$ cat src/core/pds_pkg.sv
package pds_pkg;
  // ****************************************
  // widths and reset values
  // ****************************************
  localparam int          ADDR_W       = 24;
  localparam int          WORD_W       = 16;
  localparam int          PAGE_W       = 10;
  localparam int          PAGE_PROG_BIT = 9;
  localparam int          ADDR_TOP_BIT  = 15;
  localparam logic [9:0]  PAGE_RESET   = 10'h001;
  localparam logic [9:0]  PAGE_ZERO    = 10'h000;
  localparam logic [15:0] SP_RESET     = 16'h1000;
  localparam logic [15:0] SP_STEP      = 16'h0002;
  localparam logic [7:0]  BASE_UPPER   = 8'h00;

  // ****************************************
  // register map, byte addresses
  // ****************************************
  localparam logic [7:0]  OFF_PAGE     = 8'h00;
  localparam logic [7:0]  OFF_SP       = 8'h04;
  localparam logic [7:0]  OFF_CTRL     = 8'h08;
  localparam logic [7:0]  OFF_STAT     = 8'h0C;
  localparam logic [7:0]  OFF_MASK     = 8'h10;
  localparam int          CTRL_FRAME_BIT = 0;
  localparam int          EV_ADDR_ERR    = 0;
  localparam int          EV_PROG_WR     = 1;
  localparam int          EV_W         = 2;
  localparam logic [1:0]  RESP_OKAY    = 2'h0;
  localparam logic [1:0]  RESP_SLVERR  = 2'h2;

  // ****************************************
  // types
  // ****************************************
  typedef enum logic [0:0] {ST_IDLE = 1'b0, ST_PC_HI = 1'b1} pds_stk_state_t;
  typedef enum logic [1:0] {PC_NONE = 2'b00, PC_CALL = 2'b01, PC_EXC = 2'b10} pds_pc_kind_t;

  typedef struct packed {
    logic        valid;
    logic        viaSp;
    logic        viaFp;
    logic        write;
    logic [15:0] effAddr;
  } pds_acc_t;

  typedef struct packed {
    logic        valid;
    logic        write;
    logic        prog;
    logic [23:0] addr;
  } pds_mem_t;

  typedef struct packed {
    logic        valid;
    logic        write;
    logic [15:0] addr;
    logic [15:0] wdata;
  } pds_stk_t;
endpackage

$ cat src/core/pds_unit.sv
`timescale 1ns/1ps
module pds_unit (
  input  wire logic                  clock,
  input  wire logic                  nrst,
  input  wire logic [7:0]            s_axi_awaddr,
  input  wire logic                  s_axi_awvalid,
  output logic                       s_axi_awready,
  input  wire logic [31:0]           s_axi_wdata,
  input  wire logic [3:0]            s_axi_wstrb,
  input  wire logic                  s_axi_wvalid,
  output logic                       s_axi_wready,
  output logic [1:0]                 s_axi_bresp,
  output logic                       s_axi_bvalid,
  input  wire logic                  s_axi_bready,
  input  wire logic [7:0]            s_axi_araddr,
  input  wire logic                  s_axi_arvalid,
  output logic                       s_axi_arready,
  output logic [31:0]                s_axi_rdata,
  output logic [1:0]                 s_axi_rresp,
  output logic                       s_axi_rvalid,
  input  wire logic                  s_axi_rready,
  input  wire pds_pkg::pds_acc_t     accReq,
  output pds_pkg::pds_mem_t          memReq,
  output logic                       addrErrTrap,
  input  wire logic                  cpuSpWe,
  input  wire logic [15:0]           cpuSpData,
  input  wire logic                  stkPush,
  input  wire logic [15:0]           stkPushData,
  input  wire logic                  stkPop,
  input  wire pds_pkg::pds_pc_kind_t pcPush,
  input  wire logic [22:0]           pcValue,
  input  wire logic [7:0]            statusLow,
  output pds_pkg::pds_stk_t          stkReq,
  output logic                       stkBusy,
  output logic                       irq
);

  // ****************************************
  // state
  // ****************************************
  logic [9:0]                 pageReg;
  logic [15:0]                spReg;
  logic                       frameFlagReg;
  logic [1:0]                 statReg;
  logic [1:0]                 maskReg;
  logic [1:0]                 evPulse;
  pds_pkg::pds_stk_state_t    stkState;
  logic [15:0]                pcHiWord;
  logic                       awHeld;
  logic                       wHeld;
  logic [7:0]                 awAddrReg;
  logic [31:0]                wDataReg;
  logic [3:0]                 wStrbReg;
  logic                       wrDo;
  logic                       rdDo;
  logic                       statRdClr;
  logic [1:0]                 statNext;
  logic [1:0]                 maskNext;

  // ****************************************
  // helpers
  // ****************************************
  // upper pc stack word; the exception form carries the status low byte
  function automatic logic [15:0] pc_hi_word(input pds_pkg::pds_pc_kind_t kind, input logic [6:0] pcHi,
                                               input logic [7:0] statLow);
    if (kind == pds_pkg::PC_EXC) begin
      pc_hi_word = {statLow, 1'b0, pcHi};
    end else begin
      pc_hi_word = {9'h000, pcHi};
    end
  endfunction

  function automatic logic mapped(input logic [7:0] a);
    mapped = (a == pds_pkg::OFF_PAGE) || (a == pds_pkg::OFF_SP) || (a == pds_pkg::OFF_CTRL) ||
             (a == pds_pkg::OFF_STAT) || (a == pds_pkg::OFF_MASK);
  endfunction

  // ****************************************
  // axi4-lite write channel
  // ****************************************
  assign wrDo = awHeld && wHeld && !s_axi_bvalid;

  // address and data are caught separately, so either may arrive first
  always_ff @(posedge clock or negedge nrst) begin
    if (!nrst) begin
      awHeld        <= 1'b0;
      wHeld         <= 1'b0;
      awAddrReg     <= 8'h00;
      wDataReg      <= 32'h00000000;
      wStrbReg      <= 4'h0;
      s_axi_awready <= 1'b0;
      s_axi_wready  <= 1'b0;
      s_axi_bvalid  <= 1'b0;
      s_axi_bresp   <= pds_pkg::RESP_OKAY;
    end else begin
      s_axi_awready <= !awHeld && !(s_axi_awvalid && s_axi_awready) && !wrDo;
      s_axi_wready  <= !wHeld && !(s_axi_wvalid && s_axi_wready) && !wrDo;
      if (s_axi_awvalid && s_axi_awready) begin
        awHeld    <= 1'b1;
        awAddrReg <= s_axi_awaddr;
      end
      if (s_axi_wvalid && s_axi_wready) begin
        wHeld    <= 1'b1;
        wDataReg <= s_axi_wdata;
        wStrbReg <= s_axi_wstrb;
      end
      if (wrDo) begin
        awHeld       <= 1'b0;
        wHeld        <= 1'b0;
        s_axi_bvalid <= 1'b1;
        s_axi_bresp  <= mapped(awAddrReg) ? pds_pkg::RESP_OKAY : pds_pkg::RESP_SLVERR;
      end else if (s_axi_bvalid && s_axi_bready) begin
        s_axi_bvalid <= 1'b0;
      end
    end
  end

  // ****************************************
  // axi4-lite read channel
  // ****************************************
  assign rdDo      = s_axi_arvalid && s_axi_arready;
  assign statRdClr = rdDo && (s_axi_araddr == pds_pkg::OFF_STAT);

  // one read in flight; arready drops while the answer stands
  always_ff @(posedge clock or negedge nrst) begin
    if (!nrst) begin
      s_axi_arready <= 1'b0;
      s_axi_rvalid  <= 1'b0;
      s_axi_rdata   <= 32'h00000000;
      s_axi_rresp   <= pds_pkg::RESP_OKAY;
    end else begin
      s_axi_arready <= !s_axi_rvalid && !rdDo;
      if (rdDo) begin
        s_axi_rvalid <= 1'b1;
        s_axi_rresp  <= mapped(s_axi_araddr) ? pds_pkg::RESP_OKAY : pds_pkg::RESP_SLVERR;
        if (s_axi_araddr == pds_pkg::OFF_PAGE) begin
          s_axi_rdata <= {22'h000000, pageReg};
        end else if (s_axi_araddr == pds_pkg::OFF_SP) begin
          s_axi_rdata <= {16'h0000, spReg};
        end else if (s_axi_araddr == pds_pkg::OFF_CTRL) begin
          s_axi_rdata <= {31'h00000000, frameFlagReg};
        end else if (s_axi_araddr == pds_pkg::OFF_STAT) begin
          s_axi_rdata <= {30'h00000000, statReg | evPulse};
        end else if (s_axi_araddr == pds_pkg::OFF_MASK) begin
          s_axi_rdata <= {30'h00000000, maskReg};
        end else begin
          s_axi_rdata <= 32'h00000000;
        end
      end else if (s_axi_rvalid && s_axi_rready) begin
        s_axi_rvalid <= 1'b0;
      end
    end
  end

  // ****************************************
  // data page register
  // ****************************************
  // a zero write is dropped so page zero never reaches the upper window
  always_ff @(posedge clock or negedge nrst) begin
    if (!nrst) begin
      pageReg <= pds_pkg::PAGE_RESET;
    end else if (wrDo && awAddrReg == pds_pkg::OFF_PAGE && wStrbReg[0] && wStrbReg[1]) begin
      if (wDataReg[9:0] != pds_pkg::PAGE_ZERO) begin
        pageReg <= wDataReg[9:0];
      end
    end
  end

  // control and mask, whole low byte lane only
  always_ff @(posedge clock or negedge nrst) begin
    if (!nrst) begin
      frameFlagReg <= 1'b0;
      maskReg      <= 2'h0;
    end else if (wrDo && wStrbReg[0]) begin
      if (awAddrReg == pds_pkg::OFF_CTRL) begin
        frameFlagReg <= wDataReg[pds_pkg::CTRL_FRAME_BIT];
      end else if (awAddrReg == pds_pkg::OFF_MASK) begin
        maskReg <= wDataReg[1:0];
      end
    end
  end

  // ****************************************
  // address generation
  // ****************************************
  // one registered stage; the memory sees the decision a cycle later
  always_ff @(posedge clock or negedge nrst) begin
    if (!nrst) begin
      memReq      <= '0;
      addrErrTrap <= 1'b0;
      evPulse     <= 2'h0;
    end else begin
      memReq      <= '0;
      addrErrTrap <= 1'b0;
      evPulse     <= 2'h0;
      if (accReq.valid) begin
        if (!accReq.effAddr[pds_pkg::ADDR_TOP_BIT] || accReq.viaSp || (accReq.viaFp && frameFlagReg)) begin
          memReq <= '{valid: 1'b1, write: accReq.write, prog: 1'b0,
                      addr: {pds_pkg::BASE_UPPER, accReq.effAddr}};
        end else if (pageReg == pds_pkg::PAGE_ZERO) begin
          addrErrTrap                  <= 1'b1;
          evPulse[pds_pkg::EV_ADDR_ERR] <= 1'b1;
        end else if (pageReg[pds_pkg::PAGE_PROG_BIT]) begin
          if (accReq.write) begin
            evPulse[pds_pkg::EV_PROG_WR] <= 1'b1;
          end else begin
            memReq <= '{valid: 1'b1, write: 1'b0, prog: 1'b1,
                        addr: {pageReg[8:0], accReq.effAddr[14:0]}};
          end
        end else begin
          memReq <= '{valid: 1'b1, write: accReq.write, prog: 1'b0,
                      addr: {pageReg[8:0], accReq.effAddr[14:0]}};
        end
      end
    end
  end

  // ****************************************
  // software stack
  // ****************************************
  // a cpu write to the pointer wins over stack traffic in the same idle cycle; it is dropped while the second pc word goes out
  always_ff @(posedge clock or negedge nrst) begin
    if (!nrst) begin
      spReg    <= pds_pkg::SP_RESET;
      stkState <= pds_pkg::ST_IDLE;
      stkReq   <= '0;
      stkBusy  <= 1'b0;
      pcHiWord <= 16'h0000;
    end else begin
      stkReq <= '0;
      case (stkState)
        pds_pkg::ST_IDLE: begin
          if (cpuSpWe) begin
            spReg <= {cpuSpData[15:1], 1'b0};
          end else if (wrDo && awAddrReg == pds_pkg::OFF_SP && wStrbReg[0] && wStrbReg[1]) begin
            spReg <= {wDataReg[15:1], 1'b0};
          end else if (pcPush != pds_pkg::PC_NONE) begin
            stkReq   <= '{valid: 1'b1, write: 1'b1, addr: spReg, wdata: pcValue[15:0]};
            spReg    <= spReg + pds_pkg::SP_STEP;
            pcHiWord <= pc_hi_word(pcPush, pcValue[22:16], statusLow);
            stkBusy  <= 1'b1;
            stkState <= pds_pkg::ST_PC_HI;
          end else if (stkPush) begin
            stkReq <= '{valid: 1'b1, write: 1'b1, addr: spReg, wdata: stkPushData};
            spReg  <= spReg + pds_pkg::SP_STEP;
          end else if (stkPop) begin
            stkReq <= '{valid: 1'b1, write: 1'b0, addr: spReg - pds_pkg::SP_STEP, wdata: 16'h0000};
            spReg  <= spReg - pds_pkg::SP_STEP;
          end
        end
        pds_pkg::ST_PC_HI: begin
          stkReq   <= '{valid: 1'b1, write: 1'b1, addr: spReg, wdata: pcHiWord};
          spReg    <= spReg + pds_pkg::SP_STEP;
          stkBusy  <= 1'b0;
          stkState <= pds_pkg::ST_IDLE;
        end
        default: begin
          stkState <= pds_pkg::ST_IDLE;
        end
      endcase
    end
  end

  // ****************************************
  // events and interrupt
  // ****************************************
  // next status and mask, so irq never lags a mask write by a cycle
  assign statNext = (statRdClr ? 2'h0 : statReg) | evPulse;
  assign maskNext = (wrDo && wStrbReg[0] && awAddrReg == pds_pkg::OFF_MASK) ? wDataReg[1:0] : maskReg;

  // a read clears, but an event in the same cycle survives it
  always_ff @(posedge clock or negedge nrst) begin
    if (!nrst) begin
      statReg <= 2'h0;
      irq     <= 1'b0;
    end else begin
      statReg <= statNext;
      irq     <= |(statNext & maskNext);
    end
  end

  // ****************************************
  // checks
  // ****************************************
  a_prog_addr_form: assert property (@(posedge clock) disable iff (!nrst)
    accReq.valid && accReq.effAddr[15] && !accReq.viaSp && !accReq.viaFp && pageReg[9] && !accReq.write
    |=> memReq.valid && memReq.prog && memReq.addr == {$past(pageReg[8:0]), $past(accReq.effAddr[14:0])})
    else $error("program space address not formed from page and address");

  a_prog_no_write: assert property (@(posedge clock) disable iff (!nrst)
    memReq.prog |-> !memReq.write && $past(pageReg[pds_pkg::PAGE_PROG_BIT]))
    else $error("program space written or reached below page 0x200");

  a_low_half_direct: assert property (@(posedge clock) disable iff (!nrst)
    accReq.valid && !accReq.effAddr[15]
    |=> memReq.valid && !memReq.prog && memReq.addr == {8'h00, $past(accReq.effAddr)})
    else $error("low half of base space was paged");

  a_page_never_zero: assert property (@(posedge clock) disable iff (!nrst)
    pageReg != 10'h000)
    else $error("page register reached zero");

  a_page_zero_trap: assert property (@(posedge clock) disable iff (!nrst)
    accReq.valid && accReq.effAddr[15] && !accReq.viaSp && !(accReq.viaFp && frameFlagReg) && pageReg == 10'h000
    |=> addrErrTrap && !memReq.valid)
    else $error("page zero access did not trap");

  a_sp_aligned: assert property (@(posedge clock) disable iff (!nrst)
    !spReg[0] && !(stkReq.valid && stkReq.addr[0]))
    else $error("stack pointer misaligned");

  a_push_then_inc: assert property (@(posedge clock) disable iff (!nrst)
    stkState == pds_pkg::ST_IDLE && !cpuSpWe && !(wrDo && awAddrReg == pds_pkg::OFF_SP) && pcPush == pds_pkg::PC_NONE
    && stkPush |=> stkReq.write && stkReq.addr == $past(spReg) && spReg == $past(spReg) + 16'h0002)
    else $error("push order wrong");

  a_pop_pre_dec: assert property (@(posedge clock) disable iff (!nrst)
    stkState == pds_pkg::ST_IDLE && !cpuSpWe && !(wrDo && awAddrReg == pds_pkg::OFF_SP) && pcPush == pds_pkg::PC_NONE
    && !stkPush && stkPop |=> !stkReq.write && stkReq.valid && stkReq.addr == spReg)
    else $error("pop did not pre-decrement");

  a_pc_two_words: assert property (@(posedge clock) disable iff (!nrst)
    stkState == pds_pkg::ST_IDLE && !cpuSpWe && !(wrDo && awAddrReg == pds_pkg::OFF_SP) && pcPush == pds_pkg::PC_CALL
    |=> stkReq.wdata == $past(pcValue[15:0]) ##1 stkReq.valid && stkReq.wdata == {9'h000, $past(pcValue[22:16], 2)}
    && spReg == $past(spReg, 2) + 16'h0004)
    else $error("call push of pc wrong");

  a_irq_follows: assert property (@(posedge clock) disable iff (!nrst)
    irq == (|(statReg & maskReg)))
    else $error("interrupt does not follow unmasked status");

endmodule

$ cat config.mk
export PLATFORM = sky130hd
export DESIGN_NAME = pds_unit
export DESIGN_NICKNAME = d
export VERILOG_FILES = /design/src/core/pds_pkg.sv /design/src/core/pds_unit.sv
export SDC_FILE = /design/constraint.sdc
export NUM_CORES = 1
export LEC_CHECK = 0
export ABC_AREA = 1
export BUFFER_PORTS_ARGS = -buffer_cell sky130_fd_sc_hd__buf_2
export CORE_UTILIZATION = 35
export CTS_BUF_LIST = sky130_fd_sc_hd__clkbuf_4 sky130_fd_sc_hd__clkbuf_8 sky130_fd_sc_hd__clkbuf_16
export DETAILED_ROUTE_END_ITERATION = 8
export PLACE_DENSITY = 0.65
export REMOVE_ABC_BUFFERS = 1
export SETUP_SLACK_MARGIN = 0.05
export SLEW_MARGIN = 20
export SYNTH_ARGS = -nofsm -noshare
export SYNTH_HDL_FRONTEND = slang
export SYNTH_SLANG_ARGS = --single-unit
$ cat constraint.sdc
create_clock -name clock -period 1.87 [get_ports clock]
set_input_delay 0.0935 -clock clock [delete_from_list [all_inputs] [get_ports clock]]
set_output_delay 0.0935 -clock clock [all_outputs]
set_load 0.01 [all_outputs]
==> out/summary.log, run 1 <==
qor: synthesis.synthesis.instances 1021
qor: sta.fin_crit 1.75 ns
qor: setup_path.timing.critical_path.required 2.19 ns
qor: floorplan.fp-row-count 54
qor: sta.final-hold-violation-count 0
qor: clock_tree.clk_root_buffer_cell clkbuf_16
qor: synthesis.share_of_the_yosys_chip_area_belonging_to_registers 51.0%
qor: floorplan.design.portCount 252
qor: drt.vias_per_cell 4.79
qor: place.globalplace.congestion 0.894
qor: sta.slew_headroom 62.2%
qor: synthesis.synth_edf_count 0
qor: power_and_ir_drop.pwr-share-clk 31.4%
qor: drt.dr_total_vias 7885
qor: sta.post_route_clock_skew 0.0109 ns
qor: sta.setup_violations 0
qor: drt.wl_per_cell 15.0 µm
qor: drt.detail_route.drc_violations 11
qor: power_and_ir_drop.largest_vdd_supply_drop 636 µV
qor: setup_path.critical_path.startpoint_type flip-flop
qor: place.portBuffers 214
qor: min_path.hold_path_class input port to flip-flop
qor: floorplan.die_area 0.0233 mm²
qor: global_routing.groute.layer.met2.usage 37.7%
qor: sta.fmax 571 MHz
qor: synthesis.yosysWarnings 0
qor: sta.fin_hold_ws 0.0151 ns
qor: flow_run.timing.max_cap.violations 0
qor: synthesis.synthesis.area 0.00795 mm²
qor: sta.fin_ws 0.120 ns
qor: cells_and_area.fraction_of_layout_instances_using_a_drive_strength_above_1 25.1%
qor: setup_path.max_stage_delay 0.55 ns
qor: power_and_ir_drop.swShare 34.6%
qor: setup_path.crit_path_end_kind flip-flop
qor: floorplan.effective_utilization_at_floorplan 36.1%
qor: synthesis.synth-async-reset-ratio 100%
qor: clock_tree.cts_tree built
qor: clock_tree.max-clock-path-buffers 2
qor: synthesis.yosys.cell_types.count 40
qor: cells_and_area.final.fill_count 2154
qor: place.dp.final_hpwl 17.8 mm
qor: setup_path.worstPathCellList nor4_4 -> nand4_1 -> nand2_1 -> a21oi_1 -> dlygate4sd3_1
qor: setup_path.critPathMaxFanout 4
qor: power_and_ir_drop.power_switching 4.11 mW
qor: cells_and_area.antenna_diode_count 0
qor: cells_and_area.final_nets 1503
qor: global_routing.gr-usage-all-layers 21.9%
qor: synthesis.synth.avg_cell_area 7.79 µm²
qor: power_and_ir_drop.internal_power 7.76 mW
qor: drt.detailedRoute.firstPassIterationCount 7
qor: synthesis.dominantRegCellSynth dfrtp_1
qor: setup_path.crit_slowest_cell dlygate4sd3_1
qor: cells_and_area.final_cell_mix 257 x nand2_1, 213 x buf_2, 157 x dfrtp_1
qor: power_and_ir_drop.leakage 5.70 nW
qor: clock_tree.tritoncts.num_buffers 17
qor: global_routing.grtUsageMet3 4.58%
qor: global_routing.grt_pass1_vias 7904
qor: run_status.violated_checks DRC
qor: global_routing.grt_pass1_wl 40.2 mm
qor: clock_tree.htree_num_levels 4
qor: setup_path.crit_buf_inv 1
qor: power_and_ir_drop.finalPower 11.9 mW
qor: setup_path.ws_path_type flip-flop to flip-flop
qor: setup_path.crit_family simple AND/OR/NAND/NOR gates
qor: setup_path.worst_ep_arrival 2.07 ns
qor: power_and_ir_drop.cellPowerDensity 1060 mW/mm²
qor: cells_and_area.final_common_cell nand2_1
qor: global_routing.antenna_found_initial 1
qor: global_routing.busiest_layer met2
qor: power_and_ir_drop.share_seq_of_total_power 40.5%
qor: cells_and_area.area_growth_syn_to_layout 40.7%
qor: drt.drt_first_iter_violations 451
qor: place.worst_setup_slack_before_clock_tree_synthesis -0.0662 ns
qor: floorplan.placeableCoreArea 0.0220 mm²
qor: setup_path.ff2ff_setup_slack 0.12 ns
qor: drt.route.final.wire_length 24.8 mm
qor: sta.timing.final.crit_share 93.6%
qor: floorplan.vertical_extent_of_the_die 153 µm
qor: sta.worst_slew_pin_slew 0.564 ns
qor: global_routing.globalRouteMet1Util 27.3%
qor: synthesis.synth-seq-cells 162
qor: run_status.run_status finished, violations left
qor: clock_tree.clk_pin_slew 0.07 ns
qor: drt.ant_nets 0
qor: sta.report.final.slew_viol_count 0
qor: power_and_ir_drop.share_comb_of_total_power 28.1%
qor: clock_tree.worstSkewPairLatency 0.43 ns
qor: sta.setup_repair_after_global_routing_missed_its_margin false
qor: floorplan.die-width 153 µm
qor: clock_tree.tritoncts_num_sinks 162
qor: global_routing.largest_net_degree_at_the_start_of_global_routing 47
qor: global_routing.grt-ovfl-total 0
-- sequential cells by signal (all words and copies together) (netlist names), 8 cells and up --
| name | count |
|---|---|
| memReq | 27 |
| awAddrReg | 8 |
| wDataReg | 16 |
| stkReq | 34 |
| pcHiWord | 15 |
| pageReg | 10 |
| spReg | 15 |
| s_axi_rdata | 16 |
-- tightest hold or removal path: stages --
cell and delay (ns):
buf_2 0.09, o21ai_0 0.15, o31ai_1 0.07
-- metal layers --
| metal | vias up | part of all wire [%] |
|---|---|---|
| li1 | 3903 | - |
| met1 | 3693 | 44 |
| met2 | 255 | 49 |
| met3 | 32 | 5.0 |
| met4 | 2 | 1.8 |
| met5 | - | 0.053 |
-- layout make-up --
cell class	count	area, µm²	share of cell area (%)
timing repair buffer	356	2420	21.6
tap	280	350	3.13
clock inverter	15	200	1.79
clock buffer	17	425	3.80
sequential	162	4060	36.3
inverter	110	418	3.74
multi-input combinational	707	3310	29.6
-- Yosys cell counts, types with 2 or more instances --
library cell | instances | share of area, %
o211ai_1 | 2 | 0.19
clkbuf_1 | 27 | 1.3
nor2_2 | 4 | 0.31
dfstp_2 | 2 | 0.66
o32ai_1 | 8 | 0.88
nor3b_1 | 3 | 0.28
buf_4 | 20 | 1.9
o21ai_0 | 104 | 6.5
nor2_4 | 3 | 0.42
nand3_1 | 54 | 3.4
nand2_2 | 2 | 0.16
nand4_1 | 7 | 0.55
buf_2 | 12 | 0.76
nor2_1 | 140 | 6.6
ha_1 | 2 | 0.31
nor3_1 | 10 | 0.63
inv_1 | 100 | 4.7
xor2_1 | 7 | 0.77
nor4_1 | 5 | 0.39
o31ai_1 | 15 | 1.4
nand2_1 | 258 | 12
clkinv_1 | 5 | 0.24
a21oi_1 | 51 | 3.2
o21bai_1 | 2 | 0.19
dfrtp_1 | 160 | 50
inv_2 | 4 | 0.19
-- power groups by stage --
stage	combinational, mW	sequential (mW)	clock, mW
finish	3.34	4.80	3.73
global route	3.76	4.90	3.96
CTS	3.24	4.78	3.82
detailed placement	3.07	4.83	0
global placement	3.04	4.81	0
floorplan	1.56	4.90	0
-- final timing paths --
check	cells after the start	startpoint	to
setup / recovery	5	pageReg[4]$_DFFE_PN0P_	memReq[25]$_DFF_PN0_
hold / removal	3	pcValue[5]	stkReq[5]$_DFF_PN0_
setup reg to reg	5	pageReg[4]$_DFFE_PN0P_	memReq[25]$_DFF_PN0_
hold reg to reg	1	s_axi_rvalid$_DFFE_PN0P_	s_axi_arready$_DFF_PN0_
max in group asynchronous	3	nrst	stkReq[27]$_DFF_PN0_
min in group asynchronous	2	nrst	frameFlagReg$_DFFE_PN0P_
-- what timing repair did --
action	4_1_cts	5_1_grt
setup buffers	0	8
gates resized for setup	3	29
endpoints found under the setup margin	11	36
endpoints found under the hold margin	219	0
hold buffers	84	0
gates cloned	0	1
pin swaps	0	7
-- cell families (layout without fill, tap and decap cells) --
kind of cell / Yosys count / in the layout / synth area share, %
xor+xnor: 8 / 8 / 0.881
buf+inv: 171 / 498 / 9.33
other cells: 1 / 19 / 0.0472
fa+ha+maj: 2 / 2 / 0.315
simple gates: 490 / 491 / 25.4
flops: 162 / 162 / 51.0
compound gates: 187 / 187 / 13.0
-- through the flow --
stage,TNS [ns],instances,cell area (µm²),utilization [%]
6_report,0,1647,11200,50.8
5_1_grt,0,1647,11200,50.8
3_3_place_gp,0,1522,9530,43.3
3_5_place_dp,-0.412,1522,9530,43.3
4_1_cts,0,1638,11000,50.0
2_1_floorplan,-0.0317,978,7690,-
No activity file was read; power rests on OpenSTA's default activity.
==> run 2: changes to the inputs <==
ABC_AREA = unset   (was 1)
PLACE_DENSITY = 0.66   (was 0.65)
REMOVE_ABC_BUFFERS = unset   (was 1)
clock period = 1.9 ns   (was 1.87 ns; I/O delays follow)
==> run 2 against run 1 <==
  * The flow finishes with violations (setup timing)
  * Routed wire length about the same
  * Global-route usage increased by 0.50 points
  * Synthesized cell count decreased by 30%
  * Register-to-register slack got worse by 0.58 ns
  * Flip-flop and latch count unchanged
  * Cell count decreased by 14%
  * Total power decreased by 5.3%
  * Sequential power decreased by 4%
  * Non-clock buffer count increased by 85
  * Count of clock-buffer cells in the layout unchanged
  * Largest cell class unchanged
==> out/summary.log, run 2 <==
qor: synthesis.synth_compound_area_share 16.3% [+3.3 points]
qor: floorplan.effective_utilization_at_floorplan 35.9% [-0.19 points]
qor: setup_path.worstPathCellList or4b_4 -> or4_4 -> a21oi_4 -> inv_4 -> buf_4 -> a21oi_2 -> o22ai_1
qor: clock_tree.tritoncts.num_buffers 17 [unchanged]
qor: floorplan.design.portCount 252 [unchanged]
qor: floorplan.placeableCoreArea 0.0211 mm² [-4.3%]
qor: cells_and_area.final_nets 1279 [-15%]
qor: drt.detailedRoute.firstPassIterationCount 5 [-2]
qor: clock_tree.cts_tree built
qor: sta.fin_crit 2.36 ns [+0.611 ns]
qor: drt.vias_per_cell 5.09 [+6.3%]
qor: cells_and_area.number_of_flip_flops_in_the_largest_register 34 [unchanged]
qor: sta.report.final.slew_viol_count 0 [unchanged]
qor: place.globalplace.congestion 0.914 [+2.2%]
qor: synthesis.post_synthesis_share_of_cell_area_spent_on_full_adders_half_adders_and_majority_gates 0.330% [+0.016 points]
qor: synthesis.synthesis.area 0.00757 mm² [-4.8%]
qor: setup_path.cp_num_cells 7 [+2]
qor: sta.post_route_clock_skew 0.0111 ns [+0.000275 ns]
qor: run_status.run_status finished, violations left
qor: floorplan.die_area 0.0222 mm² [-4.7%]
qor: synthesis.synth_edf_count 0 [unchanged]
qor: synthesis.yosysWarnings 0 [unchanged]
qor: drt.ant_nets 0 [unchanged]
qor: floorplan.vertical_extent_of_the_die 149 µm [-2.4%]
qor: clock_tree.clk_root_buffer_cell clkbuf_16
qor: clock_tree.htree_num_levels 4 [unchanged]
qor: global_routing.grt_pass1_vias 7197 [-8.9%]
qor: place.dp.final_hpwl 16.8 mm [-5.3%]
qor: floorplan.die-width 149 µm [-2.4%]
qor: synthesis.post_synth_xor_area_fraction 1.04% [+0.16 points]
qor: global_routing.grt_pass1_wl 38.2 mm [-4.8%]
qor: setup_path.timing.critical_path.required 2.18 ns [about the same]
qor: synthesis.synth-seq-cells 162 [unchanged]
qor: drt.dr_total_vias 7223 [-8.4%]
qor: drt.wl_per_cell 17.4 µm [+16%]
qor: power_and_ir_drop.leakage 5.62 nW [-1.4%]
qor: cells_and_area.register_containing_the_most_flip_flops_in_the_final_layout stkReq
qor: cells_and_area.final_common_cell buf_2
qor: sta.setup_repair_after_global_routing_missed_its_margin true
qor: sta.setup-tns-final -22.37 ns [-22.37 ns]
qor: synthesis.yosysTopAreaCellShare 52.9% [+2.5 points]
qor: synthesis.synth-simple-area-share 14.9% [-10 points]
qor: power_and_ir_drop.largest_vdd_supply_drop 714 µV [+12%]
qor: setup_path.crit_family simple AND/OR/NAND/NOR gates
qor: sta.final-hold-violation-count 0 [unchanged]
qor: synthesis.yosys.cell_count.top_type dfrtp_1
qor: setup_path.ff2ff_setup_slack -0.46 ns [-0.58 ns]
qor: setup_path.crit_slowest_cell or4b_4
qor: clock_tree.max-clock-path-buffers 2 [unchanged]
qor: run_status.violated_checks setup timing
qor: synthesis.synthesis.instances 713 [-30%]
qor: synthesis.synth-async-reset-ratio 100% [unchanged]
qor: synthesis.yosys.cell_types.count 56 [+40%]
qor: clock_tree.clk_pin_slew 0.07 ns [about the same]
qor: drt.drt_first_iter_violations 398 [-12%]
qor: synthesis.post-synth-top-area-cell dfrtp_1
qor: global_routing.antenna_found_initial 0 [-1]
qor: cells_and_area.area_growth_syn_to_layout 55.1%
qor: sta.fmax 423 MHz [-26%]
qor: place.portBuffers 214 [unchanged]
qor: setup_path.timing.critical_path.to spReg[8]$_DFFE_PN0P_
qor: setup_path.startpoint awAddrReg[0]$_DFFE_PN0P_
qor: synthesis.synth_top_family_by_area compound AO/OA/AOI/OAI gates
qor: drt.route.final.wire_length 24.7 mm [about the same]
qor: clock_tree.worstSkewPairLatency 0.43 ns [about the same]
qor: cells_and_area.layout_top_registers stkReq (34), memReq (27)
qor: sta.timing.final.crit_share 124% [+31 points]
qor: setup_path.critPathMaxFanout 6 [+2]
qor: cells_and_area.final.fill_count 1804 [-16%]
qor: setup_path.worst_r2r_startpoint awAddrReg[0]$_DFFE_PN0P_
qor: cells_and_area.fraction_of_layout_instances_using_a_drive_strength_above_1 43.0% [+18 points]
qor: sta.setup_violations 77 [+77]
qor: cells_and_area.final_cell_mix 213 x buf_2, 160 x dfrtp_1, 108 x buf_4
qor: flow_run.timing.max_cap.violations 0 [unchanged]
qor: global_routing.largest_net_degree_at_the_start_of_global_routing 55 [+17%]
qor: sta.worst_slew_pin_slew 0.559 ns [-0.00591 ns]
qor: place.worst_setup_slack_before_clock_tree_synthesis -0.428 ns [-0.362 ns]
qor: synthesis.synth.avg_cell_area 10.6 µm² [+36%]
qor: global_routing.grt-ovfl-total 0 [unchanged]
qor: setup_path.ws_path_type flip-flop to flip-flop
qor: sta.fin_ws -0.462 ns [-0.581 ns]
qor: synthesis.synthMuxAreaShare 9.09% [+9.1 points]
qor: setup_path.crit_buf_inv 2 [+1]
qor: drt.detail_route.drc_violations 0 [-11]
qor: synthesis.dominantRegCellSynth dfrtp_1
qor: setup_path.max_stage_delay 0.54 ns [about the same]
qor: setup_path.crit_path_end_kind flip-flop
qor: synthesis.share_of_the_yosys_chip_area_belonging_to_registers 53.6% [+2.5 points]
qor: setup_path.worst_ep_arrival 2.64 ns [+0.57 ns]
qor: synthesis.synth_commonest_cells 160 x dfrtp_1, 73 x o21ai_0, 57 x nand2_1
qor: floorplan.fp-row-count 53 [-1.9%]
qor: setup_path.reg2regPathDepth 7 [+2]
qor: sta.slew_headroom 62.8% [+0.53 points]
qor: global_routing.gr-usage-all-layers 22.4% [+0.50 points]
qor: setup_path.reg2reg_to spReg[8]$_DFFE_PN0P_
qor: clock_tree.tritoncts_num_sinks 162 [unchanged]
qor: power_and_ir_drop.cellPowerDensity 957 mW/mm² [-9.9%]
qor: setup_path.critical_path.startpoint_type flip-flop
qor: sta.fin_hold_ws 0.0309 ns [+0.0158 ns]
qor: min_path.hold_path_class input port to flip-flop
qor: synthesis.synth_top_cells_by_area dfrtp_1 53%, mux2_2 6.8%, o21ai_0 4.8%
[run 2: report_power, final]
group / total (mW) / internal, mW / switching, mW
combinational: 3.40 / 1.74 / 1.66
clock: 3.23 / 1.71 / 1.52
sequential: 4.61 / 4.12 / 0.487
total: 11.2 / 7.57 / 3.67
[run 2: layer usage]
metal / up-vias / wire, µm / GRT usage (%)
met5: - / 0 / 0
met4: 0 / 588 / 7.55
met3: 57 / 1580 / 4.98
met2: 269 / 12200 / 37.2
met1: 3487 / 10300 / 28.6
li1: 3410 / - / -
[run 2: cell type report]
| class | count | area (µm²) | share of cell area, % |
|---|---|---|---|
| clock inverters | 15 | 123 | 1.04 |
| clock buffers | 17 | 425 | 3.62 |
| diodes | 1 | 2.50 | 0.0213 |
| flip-flops and latches | 162 | 4060 | 34.5 |
| inverters | 11 | 48.8 | 0.415 |
| well taps | 275 | 344 | 2.93 |
| repair buffers | 441 | 3160 | 26.9 |
| multi-input cells | 497 | 3580 | 30.5 |
[run 2: stage by stage]
stage	std cells	total power, mW	area (µm²)	utilization [%]
floorplan	731	6.15	7800	-
finish	1419	11.2	11700	55.7
CTS	1410	11.1	11400	54.3
global route	1418	11.8	11700	55.7
global placement	1268	7.46	9730	46.1
detailed placement	1268	7.51	9730	46.1
[run 2: worst register-to-register path, cell delays in order, from the launching register on]
cell and delay [ns]:
dfrtp_1 0.39, or4b_4 0.54, or4_4 0.51, a21oi_4 0.26, inv_4 0.07, buf_4 0.16
a21oi_2 0.14, o22ai_1 0.13
[run 2: repair_timing]
| item | 4_1_cts | 5_1_grt |
|---|---|---|
| endpoints found under the setup margin | 96 | 104 |
| pin swaps | 8 | 33 |
| endpoints found under the hold margin | 137 | 0 |
| hold buffers | 102 | 0 |
| gates cloned | 3 | 2 |
| setup buffers | 5 | 6 |
| gates resized for setup | 21 | 73 |
[run 2: cells by family (layout without fill, tap and decap cells)]
family,count (synthesis),after routing
fa+ha+maj,2,2
xor+xnor,9,9
buf+inv,74,484
other cells,1,20
compound gates,191,193
simple gates,211,211
mux,63,63
flops,162,162
[run 2: how the worst min path moves through the flow]
stage	startpoint	to	slack, ns	depth (start not counted)
after global routing	stkPop	stkReq[33]$_DFF_PN0_	0.03	3
after CTS	cpuSpData[13]	spReg[13]$_DFFE_PN0P_	0.01	3
after detailed placement	nrst	awHeld$_DFFE_PN0P_	0.11	1
after floorplan	nrst	addrErrTrap$_DFF_PN0_	-0.20	0
final	stkPop	stkReq[33]$_DFF_PN0_	0.03	3
after global placement	nrst	awHeld$_DFFE_PN0P_	0.10	1
